### src/rtl/mapper_common_control_regs.svh
// register offsets, field positions and reset values of the common control bank
`ifndef MAPPER_COMMON_CONTROL_REGS_SVH
`define MAPPER_COMMON_CONTROL_REGS_SVH
// printed offsets are not all multiples of four: these are word indices
`define IDX_RESET_AND_LATCH_CONTROL 12'h000
`define IDX_LOOPBACK_TEST_CONTROL 12'h001
`define IDX_IRQ_PIN_AND_PULLUP_CONFIG 12'h003
`define IDX_SILICON_REVISION 12'h004
`define IDX_MGMT_STATION_ADDRESS_REG 12'h005
`define IDX_MGMT_MIRROR 12'h006
`define BIT_GLOBAL_RESET 0
`define BIT_STATE_RESET 2
`define BIT_COUNTER_SNAPSHOT 3
`define BIT_PRE_FRAMER_LOOP 0
`define BIT_POST_FRAMER_LOOP 1
`define BIT_MEDIA_LOOP 2
`define BIT_CLOCK_PULLUP_OFF 4
`define BIT_DATA_PULLUP_OFF 5
`define BIT_MGMT_LOOPBACK 14
`define RST_RESET_AND_LATCH 8'h00
`define RST_LOOPBACK_TEST 8'h00
`define RST_IRQ_PIN_CONFIG 8'h00
`define RST_STATION_ADDRESS 5'h1B
// narrow views of the reset values, sized to the fields they restore
`define RST_RESET_AND_LATCH_BIT_STATE 1'h0
`define RST_LOOPBACK_TEST_LOW 3'h0
`define RST_IRQ_PIN_CONFIG_MODE 2'h0
`define MDIO_ADDR_WIDTH 5
`define REG_DATA_WIDTH 8
`endif

### src/rtl/mapper_common_pkg.sv
// types shared by the common control bank
package mapper_common_pkg;
  typedef enum logic [1:0] {
    irq_open_drain_low,
    irq_open_source_high,
    irq_driven_low,
    irq_driven_high
  } irq_drive_mode_t;
endpackage : mapper_common_pkg

### src/rtl/irq_pin_driver.sv
// interrupt pin driver: maps the drive-mode code onto pin level and enable
`timescale 1ns/1ns
`default_nettype none
module irq_pin_driver (
  input wire logic irq_active,
  input wire mapper_common_pkg::irq_drive_mode_t drive_mode,
  output logic irq_pin_out,
  output logic irq_pin_oe
);
  // open modes only drive while asserted so the pin can be wire-ored
  always_comb begin
    irq_pin_out = 1'b0;
    irq_pin_oe = 1'b0;
    unique case (drive_mode)
      mapper_common_pkg::irq_open_drain_low: begin
        irq_pin_out = 1'b0;
        irq_pin_oe = irq_active;
      end
      mapper_common_pkg::irq_open_source_high: begin
        irq_pin_out = 1'b1;
        irq_pin_oe = irq_active;
      end
      mapper_common_pkg::irq_driven_low: begin
        irq_pin_out = ~irq_active;
        irq_pin_oe = 1'b1;
      end
      mapper_common_pkg::irq_driven_high: begin
        irq_pin_out = irq_active;
        irq_pin_oe = 1'b1;
      end
    endcase
  end
endmodule : irq_pin_driver
`default_nettype wire

### src/rtl/mapper_common_control_regs.sv
// common control and identification register bank, APB slave
//
// Added by the designer: the APB interface to the registers.
`include "mapper_common_control_regs.svh"
`timescale 1ns/1ns
`default_nettype none
// How it works
// - global reset restores registers, self-clears
// - state reset holds machines while its bit is set, keeps registers
// - media loopback steers MII transmit to receive
// - media loopback only applies in PHY mode
// - management loopback bit ORs with ours
// - post-framer line loop output
// - pre-framer line loop output
// - data pull-up off follows its bit
// - clock pull-up off follows its bit
// - drive field selects interrupt pin behaviour
// - code 01 gives open-source active high
// - revision read-only, mirrors management register three
// - station address resets to 0x1B
// - MDIO match compares frame address with ours
// - hard or soft reset restores defaults
module mapper_common_control_regs #(
  parameter logic [3:0] SILICON_REV = 4'hA, // arbitrary value
  parameter int MII_WIDTH = 4
) (
  input wire logic pclk,
  input wire logic presetn,
  input wire logic psel,
  input wire logic penable,
  input wire logic pwrite,
  input wire logic [13:0] paddr,
  input wire logic [31:0] pwdata,
  input wire logic [3:0] pstrb,
  output logic [31:0] prdata,
  output logic pready,
  output logic pslverr,
  input wire logic phy_mode,
  input wire logic mgmt_loopback_bit,
  input wire logic [`MDIO_ADDR_WIDTH-1:0] mdio_frame_addr,
  output logic mdio_addr_match,
  input wire logic [MII_WIDTH-1:0] mii_tx_data,
  input wire logic mii_tx_en,
  input wire logic [MII_WIDTH-1:0] rx_path_data,
  input wire logic rx_path_dv,
  output logic [MII_WIDTH-1:0] mii_rx_data,
  output logic mii_rx_dv,
  output logic line_loop_post_framer_en,
  output logic line_loop_pre_framer_en,
  output logic eeprom_data_pullup_off,
  output logic eeprom_clock_pullup_off,
  input wire logic irq_active,
  output logic irq_pin_out,
  output logic irq_pin_oe,
  output logic state_machine_reset,
  output logic counter_snapshot_cmd,
  output logic [3:0] silicon_revision_field,
  output logic [`MDIO_ADDR_WIDTH-1:0] mgmt_station_address
);
  // ==========================================================
  // bus decode
  logic [11:0] word_index;
  logic wr_en;
  logic rd_en;
  logic idx_hit;
  assign word_index = paddr[13:2];
  assign wr_en = psel && penable && pwrite && pstrb[0];
  assign rd_en = psel && penable && !pwrite;
  // zero-wait slave; unmapped words answer with an error
  assign pready = 1'b1;
  always_comb begin
    unique case (word_index)
      `IDX_RESET_AND_LATCH_CONTROL,
      `IDX_LOOPBACK_TEST_CONTROL,
      `IDX_IRQ_PIN_AND_PULLUP_CONFIG,
      `IDX_SILICON_REVISION,
      `IDX_MGMT_STATION_ADDRESS_REG: idx_hit = 1'b1;
      default: idx_hit = 1'b0;
    endcase
  end
  assign pslverr = psel && penable && !idx_hit;

  // ==========================================================
  // register state
  logic global_reset_pulse;
  logic state_reset_bit;
  logic snapshot_bit;
  logic [2:0] loop_bits;
  logic [1:0] pullup_bits;
  mapper_common_pkg::irq_drive_mode_t drive_mode;
  logic [`MDIO_ADDR_WIDTH-1:0] station_addr;
  logic [31:0] read_word;
  logic next_global_reset_pulse;
  logic next_state_reset_bit;
  logic next_snapshot_bit;
  logic [2:0] next_loop_bits;
  logic [1:0] next_pullup_bits;
  mapper_common_pkg::irq_drive_mode_t next_drive_mode;
  logic [`MDIO_ADDR_WIDTH-1:0] next_station_addr;
  logic [31:0] next_read_word;

  // writes; a pending global reset overrides everything for one cycle
  always_comb begin
    next_global_reset_pulse = 1'b0; // self-clears the cycle after
    next_state_reset_bit = state_reset_bit;
    next_snapshot_bit = snapshot_bit;
    next_loop_bits = loop_bits;
    next_pullup_bits = pullup_bits;
    next_drive_mode = drive_mode;
    next_station_addr = station_addr;
    if (wr_en) begin
      unique case (word_index)
        `IDX_RESET_AND_LATCH_CONTROL: begin
          next_global_reset_pulse = pwdata[`BIT_GLOBAL_RESET];
          next_state_reset_bit = pwdata[`BIT_STATE_RESET];
          next_snapshot_bit = pwdata[`BIT_COUNTER_SNAPSHOT];
        end
        `IDX_LOOPBACK_TEST_CONTROL: begin
          next_loop_bits = pwdata[`BIT_MEDIA_LOOP:`BIT_PRE_FRAMER_LOOP];
        end
        `IDX_IRQ_PIN_AND_PULLUP_CONFIG: begin
          next_pullup_bits = pwdata[`BIT_DATA_PULLUP_OFF:`BIT_CLOCK_PULLUP_OFF];
          next_drive_mode = mapper_common_pkg::irq_drive_mode_t'(pwdata[1:0]);
        end
        `IDX_MGMT_STATION_ADDRESS_REG: begin
          next_station_addr = pwdata[`MDIO_ADDR_WIDTH-1:0];
        end
        default: begin
        end
      endcase
    end
    // soft reset returns all writable fields to defaults
    if (global_reset_pulse) begin
      next_state_reset_bit = `RST_RESET_AND_LATCH_BIT_STATE;
      next_snapshot_bit = 1'b0;
      next_loop_bits = `RST_LOOPBACK_TEST_LOW;
      next_pullup_bits = 2'h0;
      next_drive_mode = mapper_common_pkg::irq_drive_mode_t'(`RST_IRQ_PIN_CONFIG_MODE);
      next_station_addr = `RST_STATION_ADDRESS;
    end
  end

  // read mux; reserved bits stay zero
  always_comb begin
    next_read_word = 32'h0000_0000;
    if (rd_en) begin
      unique case (word_index)
        `IDX_RESET_AND_LATCH_CONTROL: begin
          next_read_word[`BIT_STATE_RESET] = state_reset_bit;
          next_read_word[`BIT_COUNTER_SNAPSHOT] = snapshot_bit;
        end
        `IDX_LOOPBACK_TEST_CONTROL: begin
          next_read_word[2:0] = loop_bits;
        end
        `IDX_IRQ_PIN_AND_PULLUP_CONFIG: begin
          next_read_word[`BIT_DATA_PULLUP_OFF:`BIT_CLOCK_PULLUP_OFF] = pullup_bits;
          next_read_word[1:0] = drive_mode;
        end
        `IDX_SILICON_REVISION: begin
          next_read_word[3:0] = SILICON_REV;
        end
        `IDX_MGMT_STATION_ADDRESS_REG: begin
          next_read_word[`MDIO_ADDR_WIDTH-1:0] = station_addr;
        end
        default: begin
        end
      endcase
    end
  end

  // hardware reset sets defaults
  always_ff @(posedge pclk or negedge presetn) begin
    if (!presetn) begin
      global_reset_pulse <= 1'b0;
      state_reset_bit <= 1'b0;
      snapshot_bit <= 1'b0;
      loop_bits <= 3'h0;
      pullup_bits <= 2'h0;
      drive_mode <= mapper_common_pkg::irq_open_drain_low;
      station_addr <= `RST_STATION_ADDRESS;
      read_word <= 32'h0000_0000;
    end else begin
      global_reset_pulse <= next_global_reset_pulse;
      state_reset_bit <= next_state_reset_bit;
      snapshot_bit <= next_snapshot_bit;
      loop_bits <= next_loop_bits;
      pullup_bits <= next_pullup_bits;
      drive_mode <= next_drive_mode;
      station_addr <= next_station_addr;
      read_word <= next_read_word;
    end
  end
  // read data is combinational in the access phase; the registered copy holds it for one cycle afterwards, then reads zero
  assign prdata = rd_en ? next_read_word : read_word;

  // ==========================================================
  // snapshot edge detect: a held bit latches counters only once
  logic snapshot_seen;
  logic next_snapshot_seen;
  always_comb begin
    next_snapshot_seen = snapshot_bit;
  end
  always_ff @(posedge pclk or negedge presetn) begin
    if (!presetn) begin
      snapshot_seen <= 1'b0;
    end else begin
      snapshot_seen <= next_snapshot_seen;
    end
  end
  assign counter_snapshot_cmd = snapshot_bit && !snapshot_seen;

  // state machines held while the bit is set or a soft reset runs
  assign state_machine_reset = state_reset_bit || global_reset_pulse;

  // ==========================================================
  // loopback and pin control
  logic media_loop_active;
  assign media_loop_active = phy_mode
    && (loop_bits[`BIT_MEDIA_LOOP] || mgmt_loopback_bit);
  logic [MII_WIDTH-1:0] next_mii_rx_data;
  logic next_mii_rx_dv;
  // mux is registered to keep the receive bus glitch-free
  always_comb begin
    next_mii_rx_data = media_loop_active ? mii_tx_data : rx_path_data;
    next_mii_rx_dv = media_loop_active ? mii_tx_en : rx_path_dv;
  end
  always_ff @(posedge pclk or negedge presetn) begin
    if (!presetn) begin
      mii_rx_data <= '0;
      mii_rx_dv <= 1'b0;
    end else begin
      mii_rx_data <= next_mii_rx_data;
      mii_rx_dv <= next_mii_rx_dv;
    end
  end
  // line loops assume equal receive and transmit line clocks
  assign line_loop_post_framer_en = loop_bits[`BIT_POST_FRAMER_LOOP];
  assign line_loop_pre_framer_en = loop_bits[`BIT_PRE_FRAMER_LOOP];
  assign eeprom_data_pullup_off = pullup_bits[1];
  assign eeprom_clock_pullup_off = pullup_bits[0];
  assign silicon_revision_field = SILICON_REV;
  assign mgmt_station_address = station_addr;
  assign mdio_addr_match = (mdio_frame_addr == station_addr);

  irq_pin_driver u_irq_pin_driver (
    .irq_active(irq_active),
    .drive_mode(drive_mode),
    .irq_pin_out(irq_pin_out),
    .irq_pin_oe(irq_pin_oe)
  );

  // ==========================================================
  // checks
  soft_reset_clear_a: assert property (@(posedge pclk) disable iff (!presetn)
    global_reset_pulse |=> !global_reset_pulse) else $error("global reset stuck");
  soft_reset_addr_a: assert property (@(posedge pclk) disable iff (!presetn)
    global_reset_pulse |=> station_addr == `RST_STATION_ADDRESS)
    else $error("address not restored");
  snapshot_once_a: assert property (@(posedge pclk) disable iff (!presetn)
    counter_snapshot_cmd |=> !counter_snapshot_cmd) else $error("snapshot repeats");
  media_loop_a: assert property (@(posedge pclk) disable iff (!presetn)
    (phy_mode && loop_bits[`BIT_MEDIA_LOOP]) |=> mii_rx_data == $past(mii_tx_data))
    else $error("loopback data wrong");
  mac_no_loop_a: assert property (@(posedge pclk) disable iff (!presetn)
    !phy_mode |=> mii_rx_data == $past(rx_path_data)) else $error("loop in mac mode");
  mgmt_loop_a: assert property (@(posedge pclk) disable iff (!presetn)
    (phy_mode && mgmt_loopback_bit) |=> mii_rx_dv == $past(mii_tx_en))
    else $error("mgmt loopback ignored");
  state_reset_a: assert property (@(posedge pclk) disable iff (!presetn)
    state_reset_bit |-> state_machine_reset) else $error("state reset missing");
  irq_open_drain_a: assert property (@(posedge pclk) disable iff (!presetn)
    (drive_mode == mapper_common_pkg::irq_open_drain_low && !irq_active) |-> !irq_pin_oe)
    else $error("open drain drives idle");
  irq_source_a: assert property (@(posedge pclk) disable iff (!presetn)
    (drive_mode == mapper_common_pkg::irq_open_source_high && irq_active)
    |-> irq_pin_oe && irq_pin_out) else $error("open source wrong");
  addr_match_a: assert property (@(posedge pclk) disable iff (!presetn)
    mdio_addr_match |-> mdio_frame_addr == station_addr) else $error("false match");
  reserved_zero_a: assert property (@(posedge pclk) disable iff (!presetn)
    (rd_en && word_index == `IDX_SILICON_REVISION) |-> prdata[31:4] == 28'h0)
    else $error("reserved bits set");
endmodule : mapper_common_control_regs
`default_nettype wire

### config.mk
export PLATFORM = sky130hd
export DESIGN_NAME = mapper_common_control_regs
export DESIGN_NICKNAME = d
export VERILOG_FILES = /design/src/rtl/mapper_common_pkg.sv /design/src/rtl/irq_pin_driver.sv /design/src/rtl/mapper_common_control_regs.sv
export VERILOG_INCLUDE_DIRS = /design/src /design/src/rtl
export SDC_FILE = /design/constraint.sdc
export NUM_CORES = 1
export LEC_CHECK = 0
export ABC_AREA = 1
export BUFFER_PORTS_ARGS = -buffer_cell sky130_fd_sc_hd__buf_2
export CAP_MARGIN = 10
export CELL_PAD_IN_SITES_DETAIL_PLACEMENT = 1
export CELL_PAD_IN_SITES_GLOBAL_PLACEMENT = 2
export CORE_ASPECT_RATIO = 1.5
export CORE_MARGIN = 2
export CORE_UTILIZATION = 20
export DETAILED_ROUTE_END_ITERATION = 10
export HOLD_SLACK_MARGIN = 0.03
export PLACE_DENSITY = 0.77
export SETUP_SLACK_MARGIN = 0.02
export SYNTH_ARGS = -nofsm -noshare
export SYNTH_HDL_FRONTEND = slang
export SYNTH_HIERARCHICAL = 1
export SYNTH_SLANG_ARGS = --single-unit
### constraint.sdc
create_clock -name pclk -period 1.8 [get_ports pclk]
set_input_delay 0.45 -clock pclk [delete_from_list [all_inputs] [get_ports pclk]]
set_output_delay 0.45 -clock pclk [all_outputs]
set_load 0.05 [all_outputs]
Word level (Yosys, flattened, before mapping). Index checks and enable logic that the tools add are counted.

Output and inout port bits: 57. Input port bits: 73. Register bits: 27.

Bitwise logic cells: 1. Equality and inequality tests: 8. Muxes and demuxes: 32. Reduce and logical (&&, ||, !) cells: 26.

Operators with widths (count): 12-bit by 3-bit == test with 1-bit output (second input constant) (2); 5-bit two-way mux (3); 12-bit by 1-bit == test with 1-bit output (second input constant) (1); 12-bit by 2-bit == test with 1-bit output (second input constant) (1); 12-bit zero test (1); 2-bit two-way mux (6); 6-bit two-way mux (2); 1-bit two-way mux (11); 2-bit nonzero test (5); 3-bit two-way mux (3); 2-bit case mux with 4 select lines (1); 2-bit AND reduction (4); 1-bit logical AND (7); 1-bit case mux with 3 select lines (2); 5-bit == test (1); 5-bit OR reduction (1); 2-bit == test (second input constant) (2); 4-bit two-way mux (1); 1-bit case mux with 2 select lines (2); 1-bit case mux with 4 select lines (1); 2-bit OR reduction (2); 1-bit zero test (3); 2-bit by 1-bit == test with 1-bit output (second input constant) (1); 2-bit zero test (1); other kinds (2) (3).

Longest topological paths before layout. Gate-level depths: netlist (run 1).

Depth after elaboration: 5. Gate-level depth with buffers: 10. Depth with buffers taken out: 9.

Cells and area by module. Netlist (run 1), hierarchy kept.

Modules (own cells, without submodules): mapper_common_control_regs (times used 1, sequential area each 680.7 um2, area an instance 1732.9 um2, cells an instance 215); irq_pin_driver (times used 1, sequential area each 0.0 um2, area an instance 33.8 um2, cells an instance 8).

Least setup slack after synthesis (run 1). Ideal clock, no wire load.

Kind: input port to output port. From: input paddr[4]. To: output pslverr. Required time: 1.350 ns. Buffers on the path: 0. Stages on the path: 6. Slack: -0.729 ns. Data arrival time: 2.079 ns. Path through: inv_1 nand2_1 nor2_2 o21ai_1 nand2_1 nor3b_1.

Cells in the longest elaborated chain, start to end: 5. Elaborated cells between the ends (all ways): 9. Classes of those cells: eq/ne (4); mux (1); reduce/logical (4).

Ends and longest elaborated chain: start: declaration (line mapper_common_control_regs.sv:32) `input wire logic [13:0] paddr,`; 12-bit by 2-bit == test with 1-bit output, or another cell as far along (line mapper_common_control_regs.sv:72) `unique case (word_index)`; 5-bit OR reduction (*) (line mapper_common_control_regs.sv:72); 1-bit two-way mux (*) (line mapper_common_control_regs.sv:72); 1-bit zero test (*) (line mapper_common_control_regs.sv:81) `assign pslverr = psel && penable && !idx_hit;`; 1-bit logical AND (*) (line mapper_common_control_regs.sv:81); end: declaration (line mapper_common_control_regs.sv:37) `output logic pslverr,`.

Every way passes the cells marked *; elsewhere a longest branch is shown, timed or not.

Final worst setup path (run 1).
From: input paddr[6]. To: output prdata[4].

Cells in the longest elaborated chain, start to end: 4. Elaborated cells between the ends (all ways): 5. Classes of those cells: eq/ne (2); mux (3).

Ends and longest elaborated chain: 12-bit by 3-bit == test with 1-bit output / 12-bit by 2-bit == test with 1-bit output (equally long branches) (line mapper_common_control_regs.sv:147) `unique case (word_index)`; 1-bit case mux with 2 select lines (*) (line mapper_common_control_regs.sv:147); 6-bit two-way mux (*) (line mapper_common_control_regs.sv:146) `if (rd_en) begin`; 6-bit two-way mux (*) (line mapper_common_control_regs.sv:194) `assign prdata = rd_en ? next_read_word : read_word;`; end: declaration (line mapper_common_control_regs.sv:35) `output logic [31:0] prdata,`.

Marks and branches as above.

==> metrics.yaml, run 1 <==
timing:
  setup_viol_count_final: 8
  hold_violations: 0
  worst_slew_pin_slew_ps: 657
  relSlewSlack_pct: 56.2
  rsz0062_at_grt: "yes"
  max_freq_mhz: 477
  min_period_over_period_pct: 116
  fin_crit_ps: 2100
  fin_skew_ps: 1.98
  slew_violations: 0
  setup_ws_ps: -296
cells_and_area:
  area_delta_synth_final_pct: 61.8
  stdcell_count: 434
  fillers: 1065
  multi_input_area_sq_mm: 0.00110
  fin_nets: 398
  drive_gt1_share_pct: 54.0
  finalInstanceArea_sq_mm: 0.00286
  seq_area_sq_um: 681
  antenna_cells: 0
cts:
  ctsRootBufferMaster: "clkbuf_16"
  htree_num_levels: 1
  clock_latency_ps: 270
  cts_buffers: 3
  cts_tree: "done"
  path_clk_slew_ps: 70
  clk_path_buf_depth: 2
  cts.sinks: 27
  cts_hold_buf: 0
worst_setup_path:
  crit_path_start_kind: "primary input"
  r2r_end: "loop_bits[2]$_DFFE_PN0P_"
  worst_ep_required_time_ps: 1350
  rr_worst_depth: 4
  crit_family: "simple AND/OR/NAND/NOR gates"
  crit_buf_inv: 4
  cpMaxStageDelayCell: "nor2_8"
  cp.arrival_ps: 1650
  crit_chain: "buf_6 > nor2_4 > nand2_4 > nor2_8 > buf_6 > nand3_4 > o21ai_4 > inv_2 > o21ai_4 > buf_8"
  cp-end-kind: "primary output"
  worst-setup-path-type: "in2out"
  startpoint: "paddr[6]"
  rrSetupSlack_ps: 570
  slowest_delay_ps: 220
  crit_fanout: 7
  worstReg2RegStart: "global_reset_pulse$_DFF_PN0_"
logic_synthesis:
  synth_top_area_share_pct: 32.6
  synth_top_area_cell: "dfrtp_1"
  synthSimpleGateAreaFrac_pct: 27.5
  synth_fa_ha_area_share_pct: 0
  synth_area_leaders: "dfrtp_1 33%, buf_4 13%, nand2_1 9.8%"
  synthArstFlopShare_pct: 100
  ys_warn_count: 6
  synth-compound-area-share_pct: 9.28
  ys_seq_elements: 27
  synth_enable_flop_cells: 0
  post_synth_mux_area_share_pct: 3.19
  ys_types: 30
  syn-instance-count: 223
  yosys_most_used_dff: "dfrtp_1"
  synth_xor_area_share_pct: 1.49
  yosysSeqAreaShare_pct: 38.5
  synth_area_sq_mm: 0.00177
  post_synth.cell_area_avg_sq_um: 7.92
  synth_top_family_by_area: "simple AND/OR/NAND/NOR gates"
power_and_ir_drop:
  p_leak_nw: 1.50
  power_density_mw_per_mm2: 552
  vdd_drop_max_mv: 0.321
floorplanning:
  start_util_pct: 20.3
  die_w_um: 80.7
  core_area_sq_mm: 0.00872
  dieArea_sq_mm: 0.00962
  die_h_um: 119
  boundaryPins: 130
  rows: 42
worst_hold_path:
  holdCritPathClass: "in2async"
job:
  maxCapViolCount: 0
routing:
  first_pass_iters: 4
  wl_per_cell_um: 13.0
  drt_iter0_drc: 23
  drc: 0
  drt_wl_total_um: 5660
  routed_via_density: 4.15
  detail-route-antenna-nets: 0
  vias: 1799
global_routing:
  grt_first_pass_wirelength_um: 8670
  antenna_found_initial: 0
  grtUsageTotal_pct: 11.8
  grt_max_degree: 28
  grt_pass1_vias: 1770
  grt_overflow: 0
place:
  place_hpwl_um: 4300
  place_inst: 420
  gp_congestion: 0.751
  dpl_cell_area_sq_mm: 0.00237
  portBuffers: 67
status:
  status: "complete, but fails checks"
  violations: "negative setup slack"
repair_timing:
item                       4_1_cts  5_1_grt
setup buffers                    5        5
pin swaps                       21       20
gates resized for setup         57       24
setup endpoints to repair        8        9
gates cloned                     1        0
power by group:
| part | switching, W | internal, W | total [W] |
|---|---|---|---|
| logic | 0.000304 | 0.000113 | 0.000417 |
| clock network | 0.000229 | 0.000303 | 0.000532 |
| registers | 0.00000696 | 0.000623 | 0.000630 |
| total | 0.000540 | 0.00104 | 0.00158 |
flip-flops by register name, summed over array words and instances (netlist names):
name                  cells
mii_rx_data               4
loop_bits                 3
global_reset_pulse        1
state_reset_bit           1
mgmt_station_address      5
snapshot_seen             1
pullup_bits               2
mii_rx_dv                 1
next_snapshot_seen        1
read_word                 6
drive_mode                2
metal layers:
metal  vias up  track usage, %  wire length [um]
met1       870            12.2              2010
met2        70            23.0              3190
met4         0            4.87               126
met3         6            1.14               329
met5         -               0                 0
li1        853               -                 -
cells by family after synthesis:
group | Yosys count
muxes | 5
buffers and inverters | 58
other | 2
AOI/OAI and AO/OA | 28
xor gates and xnor gates | 3
DFF | 27
and+or+nand+nor | 100
worst reg2reg max path, delay by kind of cell (launching register included):
family / cells / cell delay (ps)
compound gates: 2 / 510
flops: 1 / 380
buf+inv: 1 / 170
simple gates: 1 / 110
synth_stat cells (all sizes together) (2+ instances only):
| master | count |
|---|---|
| a21oi | 2 |
| buf | 33 |
| conb | 2 |
| dfrtp | 23 |
| dfstp | 4 |
| inv | 25 |
| mux2 | 5 |
| nand2 | 50 |
| nand3 | 21 |
| nand4 | 3 |
| nor2 | 21 |
| nor3 | 2 |
| nor3b | 2 |
| o21ai | 22 |
| xnor2 | 3 |
metrics by stage:
stage	setup slack, ps	power [W]	hold WS, ps	TNS (ps)	util [%]
after floorplan	-114	0.000956	154	-406	-
after global placement	-434	0.00101	446	-2810	27.2
after detailed placement	-447	0.00101	445	-2890	27.2
after CTS	-279	0.00159	223	-1780	31.0
after global routing	-354	0.00165	242	-2340	32.8
final	-296	0.00158	208	-1740	32.8
worst max path at each step:
stage	end	slack, ps	depth (start not counted)
final	prdata[4]	-300	10
after global routing	prdata[4]	-350	10
after CTS	prdata[4]	-280	10
after detailed placement	pslverr	-450	10
after global placement	prdata[2]	-430	9
after floorplan	prdata[4]	-110	8
layout make-up:
| class | instances | area share [%] |
|---|---|---|
| flip-flops and latches | 27 | 23.8 |
| well taps | 110 | 4.81 |
| multi-input cells | 168 | 38.6 |
| clock buffers | 3 | 2.63 |
| inverters | 25 | 3.37 |
| clock inverters | 1 | 0.263 |
| repair buffers | 100 | 26.5 |
layout by cell type, fill, tap and decap left out, drive strengths merged, types with 4 or more instances in the layout:
cell and count:
buf 99, nand2 50, conb 31, inv 25, dfrtp 23, nor2 22, o21ai 22, nand3 21
mux2 5, dfstp 4, clkbuf 4
No activity file was read; power rests on OpenSTA's default activity.
==> run 2: changes to the inputs <==
--- a/config.mk
+++ b/config.mk
@@ -6,17 +6,14 @@
 export SDC_FILE = /design/constraint.sdc
 export NUM_CORES = 1
 export LEC_CHECK = 0
-export ABC_AREA = 1
 export BUFFER_PORTS_ARGS = -buffer_cell sky130_fd_sc_hd__buf_2
 export CAP_MARGIN = 10
-export CELL_PAD_IN_SITES_DETAIL_PLACEMENT = 1
-export CELL_PAD_IN_SITES_GLOBAL_PLACEMENT = 2
 export CORE_ASPECT_RATIO = 1.5
 export CORE_MARGIN = 2
-export CORE_UTILIZATION = 20
+export CORE_UTILIZATION = 23
 export DETAILED_ROUTE_END_ITERATION = 10
 export HOLD_SLACK_MARGIN = 0.03
-export PLACE_DENSITY = 0.77
+export PLACE_DENSITY = 0.48
 export SETUP_SLACK_MARGIN = 0.02
 export SYNTH_ARGS = -nofsm -noshare
 export SYNTH_HDL_FRONTEND = slang
==> metrics.yaml, run 2 <==
cts:
  path_clk_slew_ps: 70
  cts_buffers: 3
  ctsRootBufferMaster: "clkbuf_16"
  htree_num_levels: 1
  cts_hold_buf: 0
  cts_tree: "done"
  clock_latency_ps: 260
  clk_path_buf_depth: 2
  cts.sinks: 27
place:
  gp_congestion: 0.769
  place_hpwl_um: 3780
  place_inst: 386
  portBuffers: 67
logic_synthesis:
  yosys_most_used_dff: "dfrtp_1"
  ys_types: 48
  synth_top_area_cell: "dfrtp_1"
  synth.most_common_cell: "buf_4"
  yosysSeqAreaShare_pct: 36.8
  synth_common_cells: "31 x buf_4, 23 x dfrtp_1, 16 x nand2b_1"
  ys_seq_elements: 27
  synth_area_sq_mm: 0.00185
  synth_top_area_share_pct: 31.1
  synthArstFlopShare_pct: 100
  post_synth.cell_area_avg_sq_um: 10.0
  synth_area_leaders: "dfrtp_1 31%, buf_4 13%, mux2i_1 8.1%"
  synth_enable_flop_cells: 0
  syn-instance-count: 185
  ys_warn_count: 6
timing:
  fin_crit_ps: 2360
  hold_violations: 0
  fin_skew_ps: 4.28
  worst_slew_pin_slew_ps: 632
  max_freq_mhz: 424
  setup_ws_ps: -557
  setup_viol_count_final: 11
  relSlewSlack_pct: 57.9
  slew_violations: 0
  min_period_over_period_pct: 131
  rsz0062_at_grt: "yes"
worst_setup_path:
  rrSetupSlack_ps: 410
  cp-end-kind: "primary output"
  rr_worst_depth: 3
  r2r_end: "mii_rx_data[0]$_DFF_PN0_"
  startpoint: "paddr[12]"
  crit_chain: "buf_6 > or4_4 > or3_4 > o211a_4 > buf_8"
  crit_family: "simple AND/OR/NAND/NOR gates"
  worst_ep_required_time_ps: 1350
  crit_fanout: 4
  worst-setup-path-type: "in2out"
  crit_path_start_kind: "primary input"
  slowest_delay_ps: 530
  cp.arrival_ps: 1910
  worstReg2RegStart: "loop_bits[2]$_DFFE_PN0P_"
  crit_buf_inv: 2
  cpMaxStageDelayCell: "or4_4"
power_and_ir_drop:
  vdd_drop_max_mv: 0.434
  power_density_mw_per_mm2: 539
  p_leak_nw: 1.43
  p_total_w: 0.00153
routing:
  vias: 1563
  routed_via_density: 3.97
  drt_iter0_drc: 26
  detail-route-antenna-nets: 0
  met3_length_um: 177
  wl_met1_um: 1870
  wl_met2_um: 2650
  drc: 0
  first_pass_iters: 4
  drt_wl_total_um: 4690
  top_layer_used: "met3"
  wl_per_cell_um: 11.9
cells_and_area:
  largest_register: "read_word"
  fin_nets: 363
  final_cell_mix: "55 x buf_2, 37 x buf_4, 31 x conb_1"
  layout.cells.most_common: "buf_2"
  antenna_cells: 0
  area_delta_synth_final_pct: 53.9
  fillers: 826
  stdcell_count: 394
  largest_reg_flops: 6
  drive_gt1_share_pct: 52.2
global_routing:
  antenna_found_initial: 0
  grt_first_pass_wirelength_um: 7620
  grt_pass1_vias: 1542
  grt_max_degree: 28
  grtUsageTotal_pct: 10.9
  grt_overflow: 0
floorplanning:
  die_h_um: 114
  boundaryPins: 130
  rows: 40
  die_w_um: 77.2
  dieArea_sq_mm: 0.00879
  start_util_pct: 23.4
  core_area_sq_mm: 0.00791
job:
  maxCapViolCount: 0
worst_hold_path:
  holdCritPathClass: "in2async"
status:
  violations: "negative setup slack"
  status: "complete, but fails checks"
-- run 2: cell count changes in the layout (fill, tap and decap cells not counted), moves of 7 or more --
cell and change:
nand2_1 -24, nand2b_1 +16, buf_4 +13, nand2_4 -9
nand3_1 -14, o21ai_1 -7, nor2_4 -9, inv_1 -14
nand2_2 -11, mux2i_1 +14, o21ai_0 -8
-- run 2: worst reg2reg max path: cells and delay by family, from the launching register on --
| family | cells | cell delay (ps) |
|---|---|---|
| multiplexers | 1 | 390 |
| flip-flops | 1 | 380 |
| AO/OA/AOI/OAI | 1 | 370 |
| buffers and inverters | 1 | 140 |
-- run 2: area by class of cell --
| type | count | area (sq um) | area share [%] |
|---|---|---|---|
| clock buffer | 3 | 75.1 | 2.64 |
| tap | 105 | 131 | 4.61 |
| inverter | 4 | 15.0 | 0.527 |
| timing repair buffer | 111 | 787 | 27.6 |
| sequential | 27 | 681 | 23.9 |
| clock inverter | 1 | 5.00 | 0.176 |
| multi-input combinational | 143 | 1150 | 40.5 |
-- run 2: repair_timing --
action | 4_1_cts | 5_1_grt
gates cloned | 0 | 0
resized for setup | 39 | 7
pin swaps | 12 | 1
endpoints found under the setup margin | 15 | 17
setup buffers | 1 | 3
-- run 2: logic make-up after synthesis --
logic type	count (synthesis)	share of synthesized area [%]
other	2	0.406
buffers and inverters	44	16.1
DFF	27	36.8
AOI/OAI and AO/OA	15	6.63
and+or+nand+nor	70	25.1
muxes	21	11.8
xor gates and xnor gates	6	3.25
-- run 2: per-layer routing --
layer  up-vias  GRT usage (%)
li1        786              -
met1       724           12.7
met2        53           21.1
met3         0           1.11
met4         0           2.50
met5         -              0
-- run 2: how the worst max path moves through the flow --
| stage | cells past startpoint | end | slack [ps] |
|---|---|---|---|
| 2_1_floorplan | 5 | prdata[2] | -890 |
| 3_3_place_gp | 5 | prdata[2] | -790 |
| 3_5_place_dp | 5 | prdata[2] | -790 |
| 4_1_cts | 5 | pslverr | -560 |
| 5_1_grt | 5 | prdata[1] | -600 |
| 6_report | 5 | pslverr | -560 |
-- run 2: stage by stage --
stage | worst slack (ps) | util, % | setup TNS, ps | hold WS [ps] | area (sq um)
after floorplan | -890 | - | -5880 | 154 | 2080
after global placement | -794 | 32.3 | -9370 | 483 | 2550
after detailed placement | -791 | 32.3 | -9530 | 479 | 2550
after CTS | -561 | 35.4 | -3830 | 238 | 2800
after global routing | -601 | 36.0 | -4330 | 256 | 2850
final | -557 | 36.0 | -3750 | 206 | 2850
-- run 2: power breakdown --
| part | switching, W | total (W) | leakage [nW] | internal, W |
|---|---|---|---|---|
| logic | 0.000286 | 0.000413 | 1.10 | 0.000128 |
| registers | 0.00000189 | 0.000618 | 0.294 | 0.000616 |
| clock network | 0.000203 | 0.000503 | 0.0409 | 0.000299 |
| total | 0.000491 | 0.00153 | 1.43 | 0.00104 |
